$ cat src/hdl/gp_port_map.svh
// Constants for the I/O port: register selects, alias codes, field positions
// and reset values. Assumes inclusion by bare name from the port package.
`ifndef GP_PORT_MAP_SVH
`define GP_PORT_MAP_SVH

`define GP_W          16
`define GP_SEL_W      4
// Register selects
`define GP_R_DIR      4'h0
`define GP_R_LAT      4'h1
`define GP_R_ODC      4'h2
`define GP_R_ANS      4'h3
`define GP_R_CNEN     4'h4
`define GP_R_CNNE     4'h5
`define GP_R_CNCON    4'h6
`define GP_R_CNPU     4'h7
`define GP_R_CNPD     4'h8
`define GP_R_SRH      4'h9
`define GP_R_SRL      4'hA
`define GP_R_PORT     4'hB
`define GP_R_CNSTAT   4'hC
`define GP_R_CNF      4'hD
`define GP_NSTORE     11
// Write/read alias codes
`define GP_OP_BASE    2'h0
`define GP_OP_CLR     2'h1
`define GP_OP_SET     2'h2
`define GP_OP_INV     2'h3
// Field positions and reset values
`define GP_EDGE_BIT   11
`define GP_CNCON_MASK 16'h0800
`define GP_ONES       16'hFFFF
`define GP_ZERO       16'h0000

`endif

$ cat src/hdl/gp_port_pkg.sv
// Types shared by the I/O port modules.
// Assumes the constant header is on the include path.
`include "gp_port_map.svh"

package gp_port_pkg;
    typedef enum logic [1:0] {
        GP_BASE = `GP_OP_BASE,
        GP_CLR  = `GP_OP_CLR,
        GP_SET  = `GP_OP_SET,
        GP_INV  = `GP_OP_INV
    } gp_op_t;

    typedef struct packed {
        logic                 en;
        logic [`GP_SEL_W-1:0] sel;
        gp_op_t               op;
        logic [`GP_W-1:0]     data;
    } gp_wr_t;

    typedef struct packed {
        logic                 en;
        logic [`GP_SEL_W-1:0] sel;
        gp_op_t               op;
    } gp_rd_t;
endpackage

$ cat src/hdl/gp_sync.sv
// Three-stage pin input synchroniser with agreement filter.
// Assumes asynchronous pin levels and a single bus clock.
`timescale 1ns/100ps

module gp_sync #(
    parameter int W = 16
) (
    input  wire logic         clk,
    input  wire logic         rstn,
    input  wire logic [W-1:0] d,
    output logic      [W-1:0] q
);
    logic [W-1:0] s1;
    logic [W-1:0] s2;
    logic [W-1:0] s3;
    logic [W-1:0] next_q;

    // A bit moves only once stages two and three agree
    always_comb begin
        next_q = (s2 & ~(s2 ^ s3)) | (q & (s2 ^ s3)); // [RQ22]
    end

    // Capture chain; the first stage feeds only the second
    always_ff @(posedge clk or negedge rstn) begin
        if (!rstn) begin
            s1 <= '0;
            s2 <= '0;
            s3 <= '0;
            q  <= '0;
        end else begin
            s1 <= d;
            s2 <= s1;
            s3 <= s2;
            q  <= next_q;
        end
    end
endmodule

$ cat src/hdl/gp_change.sv
// Change-notice detector: mismatch status, sticky edge flags, request.
// Assumes a synchronised level and a one-cycle pin-level read strobe.
`timescale 1ns/100ps

module gp_change #(
    parameter int W = 16
) (
    input  wire logic         clk,
    input  wire logic         rstn,
    input  wire logic [W-1:0] level,
    input  wire logic         mode,
    input  wire logic [W-1:0] rise_en,
    input  wire logic [W-1:0] fall_en,
    input  wire logic         port_rd,
    input  wire logic         flag_wr,
    input  wire logic [W-1:0] flag_wr_val,
    output logic      [W-1:0] stat,
    output logic      [W-1:0] flag,
    output logic              irq
);
    logic [W-1:0] ref_lvl;
    logic [W-1:0] prev;
    logic [W-1:0] hit;
    logic [W-1:0] next_ref;
    logic [W-1:0] next_stat;
    logic [W-1:0] next_flag;
    logic         next_irq;

    // Reference follows each pin-level read; edges set flags, set wins
    always_comb begin
        next_ref  = port_rd ? level : ref_lvl;
        next_stat = level ^ next_ref;                                    // [RQ14]
        hit       = mode ? ((level & ~prev & rise_en) | (~level & prev & fall_en))
                         : '0;                                           // [RQ13]
        next_flag = (flag_wr ? flag_wr_val : flag) | hit;                // [RQ15]
        next_irq  = mode ? (|next_flag) : (|(next_stat & rise_en));      // [RQ11] [RQ12]
    end

    // Detector state; runs on the port clock independent of the core
    always_ff @(posedge clk or negedge rstn) begin
        if (!rstn) begin
            ref_lvl <= '0;
            prev    <= '0;
            stat    <= '0;
            flag    <= '0;
            irq     <= 1'b0;
        end else begin
            ref_lvl <= next_ref;
            prev    <= level;
            stat    <= next_stat;
            flag    <= next_flag;
            irq     <= next_irq;                                         // [RQ10]
        end
    end
endmodule

$ cat src/hdl/gp_port.sv
// I/O port with direction, latch, open-drain, analog select, change notice,
// weak pulls, slew codes and clear/set/invert write aliases.
// Assumes one bus clock MCLK, pins outside the domain, a register port below.
//
// Summary of operation
// RQ1: Direction bit one makes pin input; zero drives it from the latch.
// RQ2: Every reset leaves all direction bits set, so all pins are inputs.
// RQ3: Latch register reads return the latch; writes update the latch.
// RQ4: Pin-level reads return sampled pins; writes go to the latch.
// RQ5: Open-drain pins drive only low and release instead of driving high.
// RQ6: Software sets analog and direction for analog use; clears analog for digital.
// RQ7: Analog select resets to all ones, so shared pins start analog.
// RQ8: Pin-level reads return zero for pins set as analog inputs.
// RQ9: Software waits one instruction between a direction or port write and read.
// RQ10: Change detection runs independent of core clocking and raises a request.
// RQ11: Each pin has a change-notice enable that lets it request.
// RQ12: With edge mode bit 11 clear, rise enables arm mismatch requests.
// RQ13: In edge mode, fall enables arm falling edges, rise enables rising.
// RQ14: In mismatch mode, status shows change since the last pin-level read.
// RQ15: In edge mode, the sticky edge flag records an armed edge.
// RQ16: Separate per-pin weak pull-up and pull-down enables drive pull controls.
// RQ17: Software keeps pulls disabled on pins used as digital outputs.
// RQ18: Slew code high,low: 11 slowest, 10 slow, 01 medium, 00 fastest.
// RQ19: After reset every slew code is 00, fastest with control off.
// RQ20: Set, clear, invert aliases change only bits written as one.
// RQ21: Alias reads return no meaningful data; here they return zero.
// RQ22: Pin inputs are synchronised before readback and change detection.
`timescale 1ns/100ps
`include "gp_port_map.svh"

module gp_port (
    input  wire logic                  MCLK,
    input  wire logic                  RSTN,
    input  wire gp_port_pkg::gp_wr_t   REG_WR,
    input  wire gp_port_pkg::gp_rd_t   REG_RD,
    output logic [`GP_W-1:0]           RD_DATA,
    input  wire logic [`GP_W-1:0]      PIN_IN,
    output logic [`GP_W-1:0]           PIN_OUT,
    output logic [`GP_W-1:0]           PIN_OE,
    output logic [`GP_W-1:0]           ANALOG_EN,
    output logic [`GP_W-1:0]           PULL_UP,
    output logic [`GP_W-1:0]           PULL_DN,
    output logic [`GP_W-1:0]           SLEW_HI,
    output logic [`GP_W-1:0]           SLEW_LO,
    output logic                       CN_IRQ
);
    import gp_port_pkg::*;

    logic [`GP_W-1:0] r [`GP_NSTORE];
    logic [`GP_W-1:0] next_r [`GP_NSTORE];
    logic [`GP_W-1:0] level;
    logic [`GP_W-1:0] level_rd;
    logic [`GP_W-1:0] stat;
    logic [`GP_W-1:0] flag;
    logic [`GP_W-1:0] flag_wr_val;
    logic [`GP_W-1:0] next_rd;
    logic [`GP_W-1:0] next_out;
    logic [`GP_W-1:0] next_oe;
    logic             flag_wr;
    logic             port_rd;
    logic             irq;

    // Alias write: base stores, others touch only bits written as one
    function automatic logic [`GP_W-1:0] apply(input logic [`GP_W-1:0] old,
                                              input logic [`GP_W-1:0] d,
                                              input gp_op_t           op);
        case (op)
            GP_CLR:  apply = old & ~d;   // [RQ20]
            GP_SET:  apply = old | d;    // [RQ20]
            GP_INV:  apply = old ^ d;    // [RQ20]
            default: apply = d;
        endcase
    endfunction

    // Reset value per stored register
    function automatic logic [`GP_W-1:0] rst_val(input int i);
        case (i)
            int'(`GP_R_DIR): rst_val = `GP_ONES;   // [RQ2]
            int'(`GP_R_ANS): rst_val = `GP_ONES;   // [RQ7]
            default:         rst_val = `GP_ZERO;   // [RQ19]
        endcase
    endfunction

    // Pin inputs into the clock domain
    gp_sync #(
        .W    (`GP_W)
    ) u_sync (
        .clk  (MCLK),
        .rstn (RSTN),
        .d    (PIN_IN),
        .q    (level)
    );

    // Strobes for the change detector
    assign port_rd     = REG_RD.en && REG_RD.sel == `GP_R_PORT && REG_RD.op == GP_BASE;
    assign flag_wr     = REG_WR.en && REG_WR.sel == `GP_R_CNF;
    assign flag_wr_val = apply(flag, REG_WR.data, REG_WR.op);

    // Change-notice detector
    gp_change #(
        .W           (`GP_W)
    ) u_change (
        .clk         (MCLK),
        .rstn        (RSTN),
        .level       (level),
        .mode        (r[`GP_R_CNCON][`GP_EDGE_BIT]),
        .rise_en     (r[`GP_R_CNEN]),
        .fall_en     (r[`GP_R_CNNE]),
        .port_rd     (port_rd),
        .flag_wr     (flag_wr),
        .flag_wr_val (flag_wr_val),
        .stat        (stat),
        .flag        (flag),
        .irq         (irq)
    );

    // Register writes; pin-level writes land in the latch
    always_comb begin
        for (int i = 0; i < `GP_NSTORE; i++) begin
            next_r[i] = r[i];
        end
        if (REG_WR.en) begin
            if (REG_WR.sel == `GP_R_PORT || REG_WR.sel == `GP_R_LAT) begin
                next_r[`GP_R_LAT] = apply(r[`GP_R_LAT], REG_WR.data, REG_WR.op); // [RQ3] [RQ4]
            end else if (REG_WR.sel == `GP_R_CNCON) begin
                next_r[`GP_R_CNCON] = apply(r[`GP_R_CNCON], REG_WR.data, REG_WR.op)
                                      & `GP_CNCON_MASK;
            end else if (REG_WR.sel < `GP_R_PORT) begin
                next_r[REG_WR.sel] = apply(r[REG_WR.sel], REG_WR.data, REG_WR.op);
            end
        end
    end

    // Analog inputs read back low
    assign level_rd = level & ~(r[`GP_R_ANS] & r[`GP_R_DIR]); // [RQ8]

    // Read data mux; alias reads give zero
    always_comb begin
        next_rd = `GP_ZERO;
        if (REG_RD.en && REG_RD.op == GP_BASE) begin
            case (REG_RD.sel)
                `GP_R_PORT:   next_rd = level_rd;           // [RQ4] [RQ22]
                `GP_R_CNSTAT: next_rd = stat;               // [RQ14]
                `GP_R_CNF:    next_rd = flag;               // [RQ15]
                default: begin
                    if (REG_RD.sel < `GP_R_PORT) begin
                        next_rd = r[REG_RD.sel];            // [RQ3]
                    end
                end
            endcase
        end else if (REG_RD.en) begin
            next_rd = `GP_ZERO;                             // [RQ21]
        end
    end

    // Pin drivers: inputs float, open-drain never drives high
    always_comb begin
        next_out = next_r[`GP_R_LAT] & ~next_r[`GP_R_ODC];                       // [RQ5]
        next_oe  = ~next_r[`GP_R_DIR] & ~(next_r[`GP_R_ODC] & next_r[`GP_R_LAT]); // [RQ1] [RQ5]
    end

    // Register file and registered outputs
    always_ff @(posedge MCLK or negedge RSTN) begin
        if (!RSTN) begin
            for (int i = 0; i < `GP_NSTORE; i++) begin
                r[i] <= rst_val(i);
            end
            RD_DATA   <= `GP_ZERO;
            PIN_OUT   <= `GP_ZERO;
            PIN_OE    <= `GP_ZERO;
            ANALOG_EN <= `GP_ONES;
            PULL_UP   <= `GP_ZERO;
            PULL_DN   <= `GP_ZERO;
            SLEW_HI   <= `GP_ZERO;
            SLEW_LO   <= `GP_ZERO;
            CN_IRQ    <= 1'b0;
        end else begin
            for (int i = 0; i < `GP_NSTORE; i++) begin
                r[i] <= next_r[i];
            end
            RD_DATA   <= next_rd;
            PIN_OUT   <= next_out;
            PIN_OE    <= next_oe;
            ANALOG_EN <= next_r[`GP_R_ANS];
            PULL_UP   <= next_r[`GP_R_CNPU];   // [RQ16]
            PULL_DN   <= next_r[`GP_R_CNPD];   // [RQ16]
            SLEW_HI   <= next_r[`GP_R_SRH];    // [RQ18]
            SLEW_LO   <= next_r[`GP_R_SRL];    // [RQ18]
            CN_IRQ    <= irq;                  // [RQ10]
        end
    end
endmodule

$ cat config.mk
export PLATFORM = sky130hd
export DESIGN_NAME = gp_port
export DESIGN_NICKNAME = d
export VERILOG_FILES = /design/src/hdl/gp_port_pkg.sv /design/src/hdl/gp_sync.sv /design/src/hdl/gp_change.sv /design/src/hdl/gp_port.sv
export VERILOG_INCLUDE_DIRS = /design/src /design/src/hdl
export SDC_FILE = /design/constraint.sdc
export NUM_CORES = 1
export LEC_CHECK = 0
export BUFFER_PORTS_ARGS = -buffer_cell sky130_fd_sc_hd__buf_4
export CORE_MARGIN = 2
export CORE_UTILIZATION = 65
export CTS_CLUSTER_DIAMETER = 80
export DETAILED_ROUTE_END_ITERATION = 16
export MAX_ROUTING_LAYER = met4
export PLACE_DENSITY = 0.86
export SETUP_SLACK_MARGIN = 0.2
export SYNTH_ARGS = -nofsm -noshare
export SYNTH_HDL_FRONTEND = slang
export SYNTH_SLANG_ARGS = --single-unit
$ cat constraint.sdc
create_clock -name MCLK -period 7.1 [get_ports MCLK]
set_clock_uncertainty 0.05 [all_clocks]
set_input_delay 0.71 -clock MCLK [delete_from_list [all_inputs] [get_ports MCLK]]
set_output_delay 0.71 -clock MCLK [all_outputs]
set_load 0.05 [all_outputs]
### Word-level counts from Yosys, hierarchy flattened

Cells that the tools add are included.
W data, S select, Z words.

| storage, ports and cells | value |
|---|---|
| register bits | 354 |
| input port bits | 48 |
| output and inout port bits | 129 |
| logic and storage cells | 124 |

| operators by class | value |
|---|---|
| $lt $le $gt $ge | 5 |
| equality and inequality tests | 10 |
| muxes and demuxes | 32 |
| bitwise logic cells | 41 |
| reductions and logical operators | 12 |

Operator list:

| cell | number |
|---|---|
| $mux W176 | 2 |
| $mux W16 | 17 |
| $and A16 B16 Y16 | 15 |
| $pmux W16 S3 | 4 |
| $bwmux W176 | 1 |
| $mux W144 | 1 |
| $bmux W16 S4 | 2 |
| $not A16 Y16 | 8 |
| $mux W96 | 1 |
| $or A16 B16 Y16 | 6 |
| $xor A16 B16 Y16 | 5 |
| $demux W16 S4 | 1 |
| $mux W64 | 1 |
| $pmux W12 S3 | 1 |
| $reduce_or A16 Y1 | 2 |
| $eq A4 B4 Y1 const B | 5 |
| $and A12 B12 Y12 | 1 |
| $or A12 B12 Y12 | 1 |
| $xor A12 B12 Y12 | 1 |
| $ge A5 B5 Y1 const B | 2 |
| $not A4 Y5 | 2 |
| $lt A4 B4 Y1 const B | 2 |
| $logic_and A1 B1 Y1 | 5 |
| $lt A5 B1 Y1 const B | 1 |
| other kinds (11) | 13 |

### Logic depth before layout (Yosys ltp)

Gate-level depths: netlist of the first run.

| depth | value |
|---|---|
| word-level depth | 18 |
| depth in mapped cells | 15 |
| depth with buffers taken out | 12 |

### Modules after synthesis

A second synthesis of the first run with hierarchy kept.

| unflattened totals | value |
|---|---|
| cell total of the unflattened synthesis | 1683 |
| area total of the unflattened synthesis | 19712.7 µm² |

Modules (own cells, without submodules):

| module | times used | cells an instance | area each (µm²) | sequential area each (µm²) |
|---|---|---|---|---|
| gp_port | 1 | 1397 | 15208.3 | 5670.4 |
| gp_change | 1 | 206 | 2722.6 | 1626.6 |
| gp_sync | 1 | 80 | 1781.7 | 1601.5 |

### Worst setup path before layout of the first run

No wires, ideal clock.

| timing | value |
|---|---|
| kind | in2reg |
| start | input REG_WR[18] (netlist bit) |
| end | register PIN_OE[1] |
| library setup time | 0.078 ns |
| arrival time | 3.261 ns |
| required time | 6.972 ns |
| slack | 3.712 ns |
| stages | 12 |
| path buffers | 2 |
| cells stage by stage | buf_4 -> buf_1 -> mux4_2 -> o21ai_0 -> o21a_1 -> inv_1 -> ha_1 -> mux2i_1 -> nor2_1 -> a21oi_1 -> o21ai_0 -> a21oi_1 |

RTL lines:

| element | line | text |
|---|---|---|
| from (decl) | gp_port.sv:34 | `input wire gp_port_pkg::gp_wr_t REG_WR,` |
| to (signal assigned) | gp_port.sv:170 | `` PIN_OE <= `GP_ZERO; `` |
| to (signal assigned) | gp_port.sv:183 | `PIN_OE <= next_oe;` |
| to (decl) | gp_port.sv:39 | `` output logic [`GP_W-1:0] PIN_OE, `` |

==> metrics.md, run 1 <==
| Metric | Value |
|---|---|
| Maximum cell stage delay along the critical path | `810 ps` |
| Cell type of the slowest stage on the worst timing path | `sky130_fd_sc_hd__nor2b_2` |
| WHS Endpoint | `u_sync.s1[10]` |
| Post-layout minimum cycle time | `slightly above 4000 ps` |
| Avg WL per Cell | `24.5 um` |
| Terminus of the critical flop-to-flop path | `PIN_OE[11]` |
| Critical path fanouts, max | `57` |
| Total gr overflow | `0` |
| Buffer type at the clock tree root | `sky130_fd_sc_hd__clkbuf_16` |
| Buffers & Inverters on Critical Path | `1` |
| H-Tree Level Count | `2` |
| Reg-to-reg slack, setup | `between 3000 and 4000 ps` |
| Die span in x | `174 um` |
| Sequential fraction of the synthesis area | `a little under half` |
| Critical Path Sink Type | `register` |
| Primary FF master, synth | `sky130_fd_sc_hd__dfrtp_1` |
| Total Routed Length | `around 55000 um` |
| Cell Area, Synth | `approximately 19000 um^2` |
| Fraction of power consumed by the clock network | `about 28%` |
| Vias in the first global route | `approximately 14000` |
| Net switching fraction of the power | `roughly 38%` |
| Final Util | `around 73%` |
| Cells along the critical path | `buf_4 -> nor2b_2 -> nand2_1 -> o211ai_1 -> o21ai_0 -> o21a_1 -> ha_1 -> nand2_1 -> o21ai_0 -> a21oi_1 -> o21ai_0 -> a21oi_1` |
| Mapped Nets | `1940` |
| Global placer's final weighted congestion | `1.01` |
| Launch instance of the worst register-to-register path | `r[75]` |
| Number of CTS-inserted buffers | `37` |
| Antenna-violating nets left | `0` |
| Die area | `30400 um^2` |
| Layout Area Growth over Synthesis | `11.2%` |
| Final hold slack | `about 240 ps` |
| Worst relative slew slack | `between 20% and 30%` |
| Cell count of the worst reg-to-reg path | `9` |
| Input/output buffers | `176` |
| Hold WC Path Type | `in2reg` |
| LEAKAGE | `around 9.6 nW` |
| DP HPWL | `approximately 37000 um` |
| Net switching power of the design | `between 2 and 3 mW` |
| I/O pin count | `177` |
| Area of the core | `28600 um^2` |
| Number of maximum-capacitance violations | `0` |
| Sequential cell fraction of total power | `41.5%` |
| Worst Setup Start Kind | `primary input` |
| Layout cells sized above 1 | `a little over a fifth` |
| Cell count after synthesis | `approximately 1800` |
| Largest area contributor in the netlist | `sky130_fd_sc_hd__dfrtp_1` |
| Final worst-path cycle share | `56.9%` |
| Count of hold buffers inserted by post-cts repair | `0` |
| Wire length of the first global-routing pass | `approximately 85000 um` |
| Clock tree from TritonCTS | `done` |
| Initial core utilization | `about two thirds` |
| Final nets | `1982` |
| Power Density | `between 300 and 400 nW/um^2` |
| Number of flip-flops and latches in the synthesized netlist | `~350` |
| Pin count of the biggest net entering global routing | `~130` |
| Startpoint of the lowest-slack hold path | `PIN_IN[10]` |
| Endpoint required time on the critical path | `about 7500 ps` |
| Status | `finished, final reports clean` |
| DR DRC count | `0` |
| Routed via count | `about 15000` |
| Hold path cells | `1` |
| Measured slew at the worst slew-check pin | `1100 ps` |
| Hold Vio Cnt, Final | `0` |
| Area share of the leading cell type in the synthesized netlist | `between 40 and 50%` |
| Clock Latency Late Sink | `around 530 ps` |
| Number of instances resized during post-cts repair | `0` |
| CP delay by family, top | `compound AO/OA/AOI/OAI gates` |
| Fraction of synthesis flops using an asynchronous set or reset pin | `100%` |
| Biggest area contributors in the synthesized netlist | `sky130_fd_sc_hd__dfrtp_1, sky130_fd_sc_hd__mux4_2, sky130_fd_sc_hd__ha_1` |
| Initial antenna violation count | `0` |
| Number of buffers added for setup after CTS | `0` |
| Internal power summed over all cells | `~4.4 mW` |
| Combinational cell fraction of total power | `a little over 30%` |
| Row cnt | `62` |
| Global-route usage over all layers | `37.8%` |
| Critical Path AT | `4400 ps` |
| Highest achievable clock rate | `between 200 and 250 MHz` |
| Overall die height | `between 150 and 200 um` |
| Via density | `around 6.5` |
| Worst-path clk slew | `about 60 ps` |
| Largest voltage drop on the vdd net | `0.273 mV` |
| Final number of max-transition violations | `0` |
| Mean area per synthesized cell | `between 10 and 15 um^2` |
| Count of warnings emitted by yosys | `0` |
| Number of optimization iterations in the first detailed-route pass | `8` |
| Cell occurring most often along the worst timing path | `sky130_fd_sc_hd__o21ai_0` |
| Total setup violations reported at the end of the flow | `0` |
| Fin Setup TNS | `0 ps` |
| 1st-iter DRT viols | `around 2400` |
| Count of clock tree sinks | `roughly 350` |
| Max Buffers Root-to-Sink | `3` |
| Number of distinct library cell variants in the gate-level netlist after synthesis | `between 40 and 50` |
| Setup repair after global routing missed its margin | `false` |
| Setup Crit Path Kind | `in2reg` |
| Number of flops mapped to enable cells by yosys | `0` |
## layout make-up
class / count / area [um^2]
timing repair buffer: 196 / 1480
clock buffer: 51 / 1020
inverter: 96 / 360
sequential: 354 / 8900
clock inverter: 14 / 178
tap: 384 / 480
antenna: 1 / 2.50
fill: 1960 / 7660
multi-input combinational: 1151 / 8550
## cell families (layout without fill, tap and decap cells)
group | count (synthesis) | in the layout | synth area share [%]
AO/OA/AOI/OAI | 419 | 419 | 12.7
adder cells (fa/ha/maj) | 114 | 114 | 7.36
buffers and inverters | 289 | 357 | 7.60
flip-flops | 354 | 354 | 47.2
other | 0 | 1 | 0
multiplexers | 171 | 171 | 14.4
XOR/XNOR | 16 | 16 | 0.744
AND/OR/NAND/NOR | 431 | 431 | 9.94
## per-stage QoR
stage                     cell area, um^2  worst slack (ps)  power [mW]  cells
after floorplan                     18800              3710        4.39   1794
after global placement              19800              2890        4.97   2181
after detailed placement            19800              2770        5.06   2181
after CTS                           21000              3250        7.02   2246
after global routing                21000              2900        7.34   2246
final                               21000              3060        7.08   2247
## power groups by stage
| stage | Combinational [mW] | Clock, mW | Sequential (mW) |
|---|---|---|---|
| after floorplan | 1.47 | 0 | 2.91 |
| after global placement | 2.07 | 0 | 2.90 |
| after detailed placement | 2.14 | 0 | 2.92 |
| after CTS | 2.16 | 1.96 | 2.90 |
| after global routing | 2.33 | 2.05 | 2.96 |
| final | 2.19 | 1.95 | 2.94 |
## worst max-delay path by stage
stage / slack (ps) / start / to / depth (start not counted)
6_report: 3060 / REG_WR[19] / PIN_OE[15] / 12
5_1_grt: 2900 / REG_WR[18] / PIN_OE[5] / 12
4_1_cts: 3250 / REG_WR[18] / PIN_OE[11] / 12
3_5_place_dp: 2770 / REG_WR[18] / PIN_OE[2] / 11
3_3_place_gp: 2890 / REG_WR[18] / PIN_OE[8] / 11
2_1_floorplan: 3710 / REG_WR[18] / PIN_OE[1] / 12
## routing by layer
metal  wire length [um]  up-vias  track usage, %
met3               7360      165            10.6
met4               2080        0            10.7
met5                  0        -               -
met2              23500     1085            52.4
li1                   -     6222               -
met1              22200     7233            55.0
## cell usage after synthesis (all sizes together), types with 8 or more instances
cell	n
mux2	16
nor2b	40
nand3b	16
xnor2	16
maj3	16
a21oi	132
mux2i	76
ha	98
inv	96
or2	17
nor2	117
a22oi	16
a221oi	16
clkbuf	70
o211ai	18
nand2	221
buf	123
o22ai	8
dfstp	32
dfrtp	322
mux4	79
a32o	16
o21a	16
o21ai	191
## layout by cell type, fill, tap and decap left out, types with 18 or more instances in the layout
| cell | n |
|---|---|
| sky130_fd_sc_hd__clkbuf_16 | 37 |
| sky130_fd_sc_hd__mux4_2 | 79 |
| sky130_fd_sc_hd__o21ai_0 | 189 |
| sky130_fd_sc_hd__mux2i_1 | 76 |
| sky130_fd_sc_hd__nand2_1 | 221 |
| sky130_fd_sc_hd__nor2b_1 | 37 |
| sky130_fd_sc_hd__o211ai_1 | 18 |
| sky130_fd_sc_hd__inv_1 | 96 |
| sky130_fd_sc_hd__nor2_1 | 116 |
| sky130_fd_sc_hd__dfstp_2 | 32 |
| sky130_fd_sc_hd__dfrtp_1 | 322 |
| sky130_fd_sc_hd__buf_4 | 195 |
| sky130_fd_sc_hd__a21oi_1 | 132 |
| sky130_fd_sc_hd__ha_1 | 98 |
Note: power is estimated with default switching activity, not from simulation.
==> run 2: changes to the inputs <==
ABC_AREA = 1   (was unset)
CORE_UTILIZATION = 54   (was 65)
PLACE_DENSITY = 0.77   (was 0.86)
clock period = 3.4 ns   (was 7.1 ns; I/O delays follow)
==> run 2 against run 1 <==
Effect of this change: register-to-register slack worse by 2800 ps; count of clock-buffer cells in the layout up 9; via count up 18%; global-route usage down 0.75 points; area after synthesis down 0.57%; sequential cell count unchanged; critical path depth down 3.
==> metrics.md, run 2 <==
| Metric | Value |
|---|---|
| Status | `finished, final reports clean` |
| Final number of max-transition violations | `0 (unchanged)` |
| Critical Path AT | `2970 ps (-1430 ps)` |
| Top library cells by usage in the layout, fill and taps aside | `sky130_fd_sc_hd__nand2_1, sky130_fd_sc_hd__dfrtp_1, sky130_fd_sc_hd__inv_1` |
| 1st-iter DRT viols | `2443 (+3.4%)` |
| Total Routed Length | `64800 um (+18%)` |
| Vias in the first global route | `16300 (+17%)` |
| Sequential cell fraction of total power | `38.2% (-3.3 points)` |
| Final nets | `2512 (+27%)` |
| Area of the core | `34400 um^2 (+20%)` |
| Die area | `36200 um^2 (+19%)` |
| Cell count after synthesis | `2230 (+24%)` |
| Buffer type at the clock tree root | `sky130_fd_sc_hd__clkbuf_16` |
| Area share of the leading cell type in the synthesized netlist | `43.0% (+0.25 points)` |
| Number of optimization iterations in the first detailed-route pass | `6 (-2)` |
| Antenna Diode Count | `0 (-1)` |
| Worst relative slew slack | `41.9% (+16 points)` |
| Primary FF master, synth | `sky130_fd_sc_hd__dfrtp_1` |
| Uppermost signal routing layer after detailed routing | `met4` |
| Largest area contributor in the netlist | `sky130_fd_sc_hd__dfrtp_1` |
| Cell Area, Synth | `18700 um^2 (-0.57%)` |
| DR DRC count | `0 (unchanged)` |
| Hold Vio Cnt, Final | `0 (unchanged)` |
| Number of flip-flops and latches in the synthesized netlist | `354 (unchanged)` |
| Number of maximum-capacitance violations | `0 (unchanged)` |
| Total gr overflow | `0 (unchanged)` |
| Library cell with the highest instance count after synthesis | `sky130_fd_sc_hd__nand2_1` |
| Avg WL per Cell | `22.7 um (-7.3%)` |
| Endpoint required time on the critical path | `3830 ps (-3640 ps)` |
| Fraction of power consumed by the clock network | `27.5% (about the same)` |
| Fraction of synthesis flops using an asynchronous set or reset pin | `100% (unchanged)` |
| Measured slew at the worst slew-check pin | `871 ps (-231 ps)` |
| Mean area per synthesized cell | `8.40 um^2 (-20%)` |
| Row cnt | `68 (+9.7%)` |
| Biggest area contributors in the synthesized netlist | `sky130_fd_sc_hd__dfrtp_1, sky130_fd_sc_hd__nand2_1, sky130_fd_sc_hd__ha_1` |
| Input/output buffers | `176 (unchanged)` |
| Pin count of the biggest net entering global routing | `105 (-22%)` |
| Met3 wire len | `9190 um (+25%)` |
| Fin Setup TNS | `0 ps (unchanged)` |
| I/O pin count | `177 (unchanged)` |
| Critical Path Sink Type | `register` |
| Internal power summed over all cells | `9.25 mW (+110%)` |
| Hold WC Path Type | `in2reg` |
| Net switching fraction of the power | `40.4% (+1.9 points)` |
| Mapped Nets | `2376 (+22%)` |
| Routed via count | `17300 (+18%)` |
| Clock Latency Late Sink | `560 ps (+30 ps)` |
| Highest achievable clock rate | `394 MHz` |
| Count of clock tree sinks | `354 (unchanged)` |
| Detail Route met2 WL | `26000 um (+11%)` |
| Synth top cells by count | `sky130_fd_sc_hd__nand2_1, sky130_fd_sc_hd__dfrtp_1, sky130_fd_sc_hd__inv_1` |
| DP HPWL | `44800 um (+20%)` |
| Number of CTS-inserted buffers | `40 (+8.1%)` |
| Number of distinct library cell variants in the gate-level netlist after synthesis | `43 (+4.9%)` |
| Final Util | `63.5% (-9.7 points)` |
| Count of warnings emitted by yosys | `0 (unchanged)` |
| Layout cells sized above 1 | `15.8% (-5.7 points)` |
| Overall die height | `190 um (+9.2%)` |
| Layout Area Growth over Synthesis | `16.5%` |
| LEAKAGE | `10.6 nW (+11%)` |
| Net switching power of the design | `6.26 mW (+130%)` |
| Post-layout minimum cycle time | `~2500 ps` |
| Initial core utilization | `54.5% (-11 points)` |
| Setup repair after global routing missed its margin | `false` |
| Max Buffers Root-to-Sink | `3 (unchanged)` |
| Cell count of the worst reg-to-reg path | `9 (unchanged)` |
| Initial antenna violation count | `0 (unchanged)` |
| Worst-path clk slew | `60 ps (about the same)` |
| Clock tree from TritonCTS | `done` |
| Power Density | `710 nW/um^2 (+110%)` |
| Global-route usage over all layers | `37.1% (-0.75 points)` |
| Largest voltage drop on the vdd net | `0.745 mV (+170%)` |
| Final worst-path cycle share | `approximately three quarters` |
| Routed metal-1 wirelength | `27000 um (+22%)` |
| Total setup violations reported at the end of the flow | `0 (unchanged)` |
| Wire length of the first global-routing pass | `98100 um (+16%)` |
| Via density | `6.08 (-7.0%)` |
| Die span in x | `190 um (+9.2%)` |
| Global placer's final weighted congestion | `1.01 (-0.13%)` |
| Setup Crit Path Kind | `reg2reg` |
| Sequential fraction of the synthesis area | `47.5% (+0.27 points)` |
| Antenna-violating nets left | `0 (unchanged)` |
| Number of flops mapped to enable cells by yosys | `0 (unchanged)` |
| H-Tree Level Count | `2 (unchanged)` |
| Commonest non-fill, non-tap cell in the layout | `sky130_fd_sc_hd__nand2_1` |
| Final design area excluding fillers | `21800 um^2 (+4.1%)` |
| Combinational cell fraction of total power | `34.3% (+3.3 points)` |
| Critical path fanouts, max | `6 (-89%)` |
| Reg-to-reg slack, setup | `860 ps (-2790 ps)` |
| Placed instance area | `20400 um^2 (+3.1%)` |
| Worst Setup Start Kind | `register` |
==> run 2: cell types whose count changed in the layout (fill, tap and decap cells not counted), moves of 48 or more <==
cell / before / now
sky130_fd_sc_hd__mux2i_1: 76 / 0
sky130_fd_sc_hd__a21oi_1: 132 / 74
sky130_fd_sc_hd__mux4_2: 79 / 0
sky130_fd_sc_hd__o22ai_1: 8 / 111
sky130_fd_sc_hd__buf_4: 195 / 243
sky130_fd_sc_hd__inv_1: 96 / 314
sky130_fd_sc_hd__nand2_1: 221 / 495
sky130_fd_sc_hd__nand3_1: 3 / 58
==> run 2: worst min path at each step <==
stage                              from  slack [ps]               end  cells past startpoint
after floorplan                    RSTN          -6            CN_IRQ                      0
after global placement    u_sync.s1[15]         280     u_sync.s2[15]                      0
after detailed placement   u_sync.s1[4]         280      u_sync.s2[4]                      0
after CTS                     REG_WR[4]         170  u_change.flag[4]                      5
after global routing          REG_WR[4]         210  u_change.flag[4]                      5
final                         REG_WR[4]         180  u_change.flag[4]                      5
==> run 2: final cells by class <==
type / count / area (um^2)
clock buffers: 60 / 1200
clock inverters: 11 / 88.8
fillers: 2909 / 12500
inverters: 322 / 1210
multi-input cells: 1376 / 7640
flip-flops and latches: 354 / 8900
well taps: 455 / 569
repair buffers: 272 / 2230
==> run 2: power groups by stage <==
stage	Sequential [mW]	Clock, mW	Combinational, mW
after CTS	5.88	4.31	5.23
after global routing	5.99	4.48	5.69
after floorplan	6.14	0	3.40
after detailed placement	5.94	0	5.18
after global placement	5.91	0	5.08
final	5.92	4.27	5.32
==> run 2: per-stage QoR <==
stage | cells | total power [mW] | hold slack (ps) | setup slack, ps
global route | 2850 | 16.2 | 214 | 776
finish | 2850 | 15.5 | 176 | 859
global placement | 2762 | 11.0 | 282 | 676
floorplan | 2230 | 9.54 | -5.59 | 917
CTS | 2850 | 15.4 | 166 | 957
detailed placement | 2762 | 11.1 | 285 | 638
==> run 2: kinds of logic after synthesis <==
family / after synthesis / synth area share (%)
AND/OR/NAND/NOR: 713 / 15.4
AO/OA/AOI/OAI: 549 / 17.8
buffers and inverters: 500 / 11.8
flip-flops: 354 / 47.5
adder cells (fa/ha/maj): 114 / 7.40
==> run 2: what timing repair did <==
item,in CTS,in global routing
hold endpoints to repair,105,0
resized for setup,0,0
setup buffers,0,0
hold buffers,17,0
==> run 2: routing by layer <==
metal | track usage (%) | vias to the layer above
met3 | 9.83 | 207
met1 | 53.2 | 8232
met4 | 14.1 | 0
met2 | 50.0 | 1287
met5 | - | -
li1 | - | 7614
==> run 2: critical path: stages, from the launching register on <==
cell and delay [ps]:
sky130_fd_sc_hd__dfstp_2 590, sky130_fd_sc_hd__inv_1 110, sky130_fd_sc_hd__o22ai_1 200, sky130_fd_sc_hd__o21ai_0 100, sky130_fd_sc_hd__and3_1 220, sky130_fd_sc_hd__ha_1 190, sky130_fd_sc_hd__o2111ai_1 560, sky130_fd_sc_hd__buf_4 290
sky130_fd_sc_hd__nand2_1 80, sky130_fd_sc_hd__o21ai_1 90
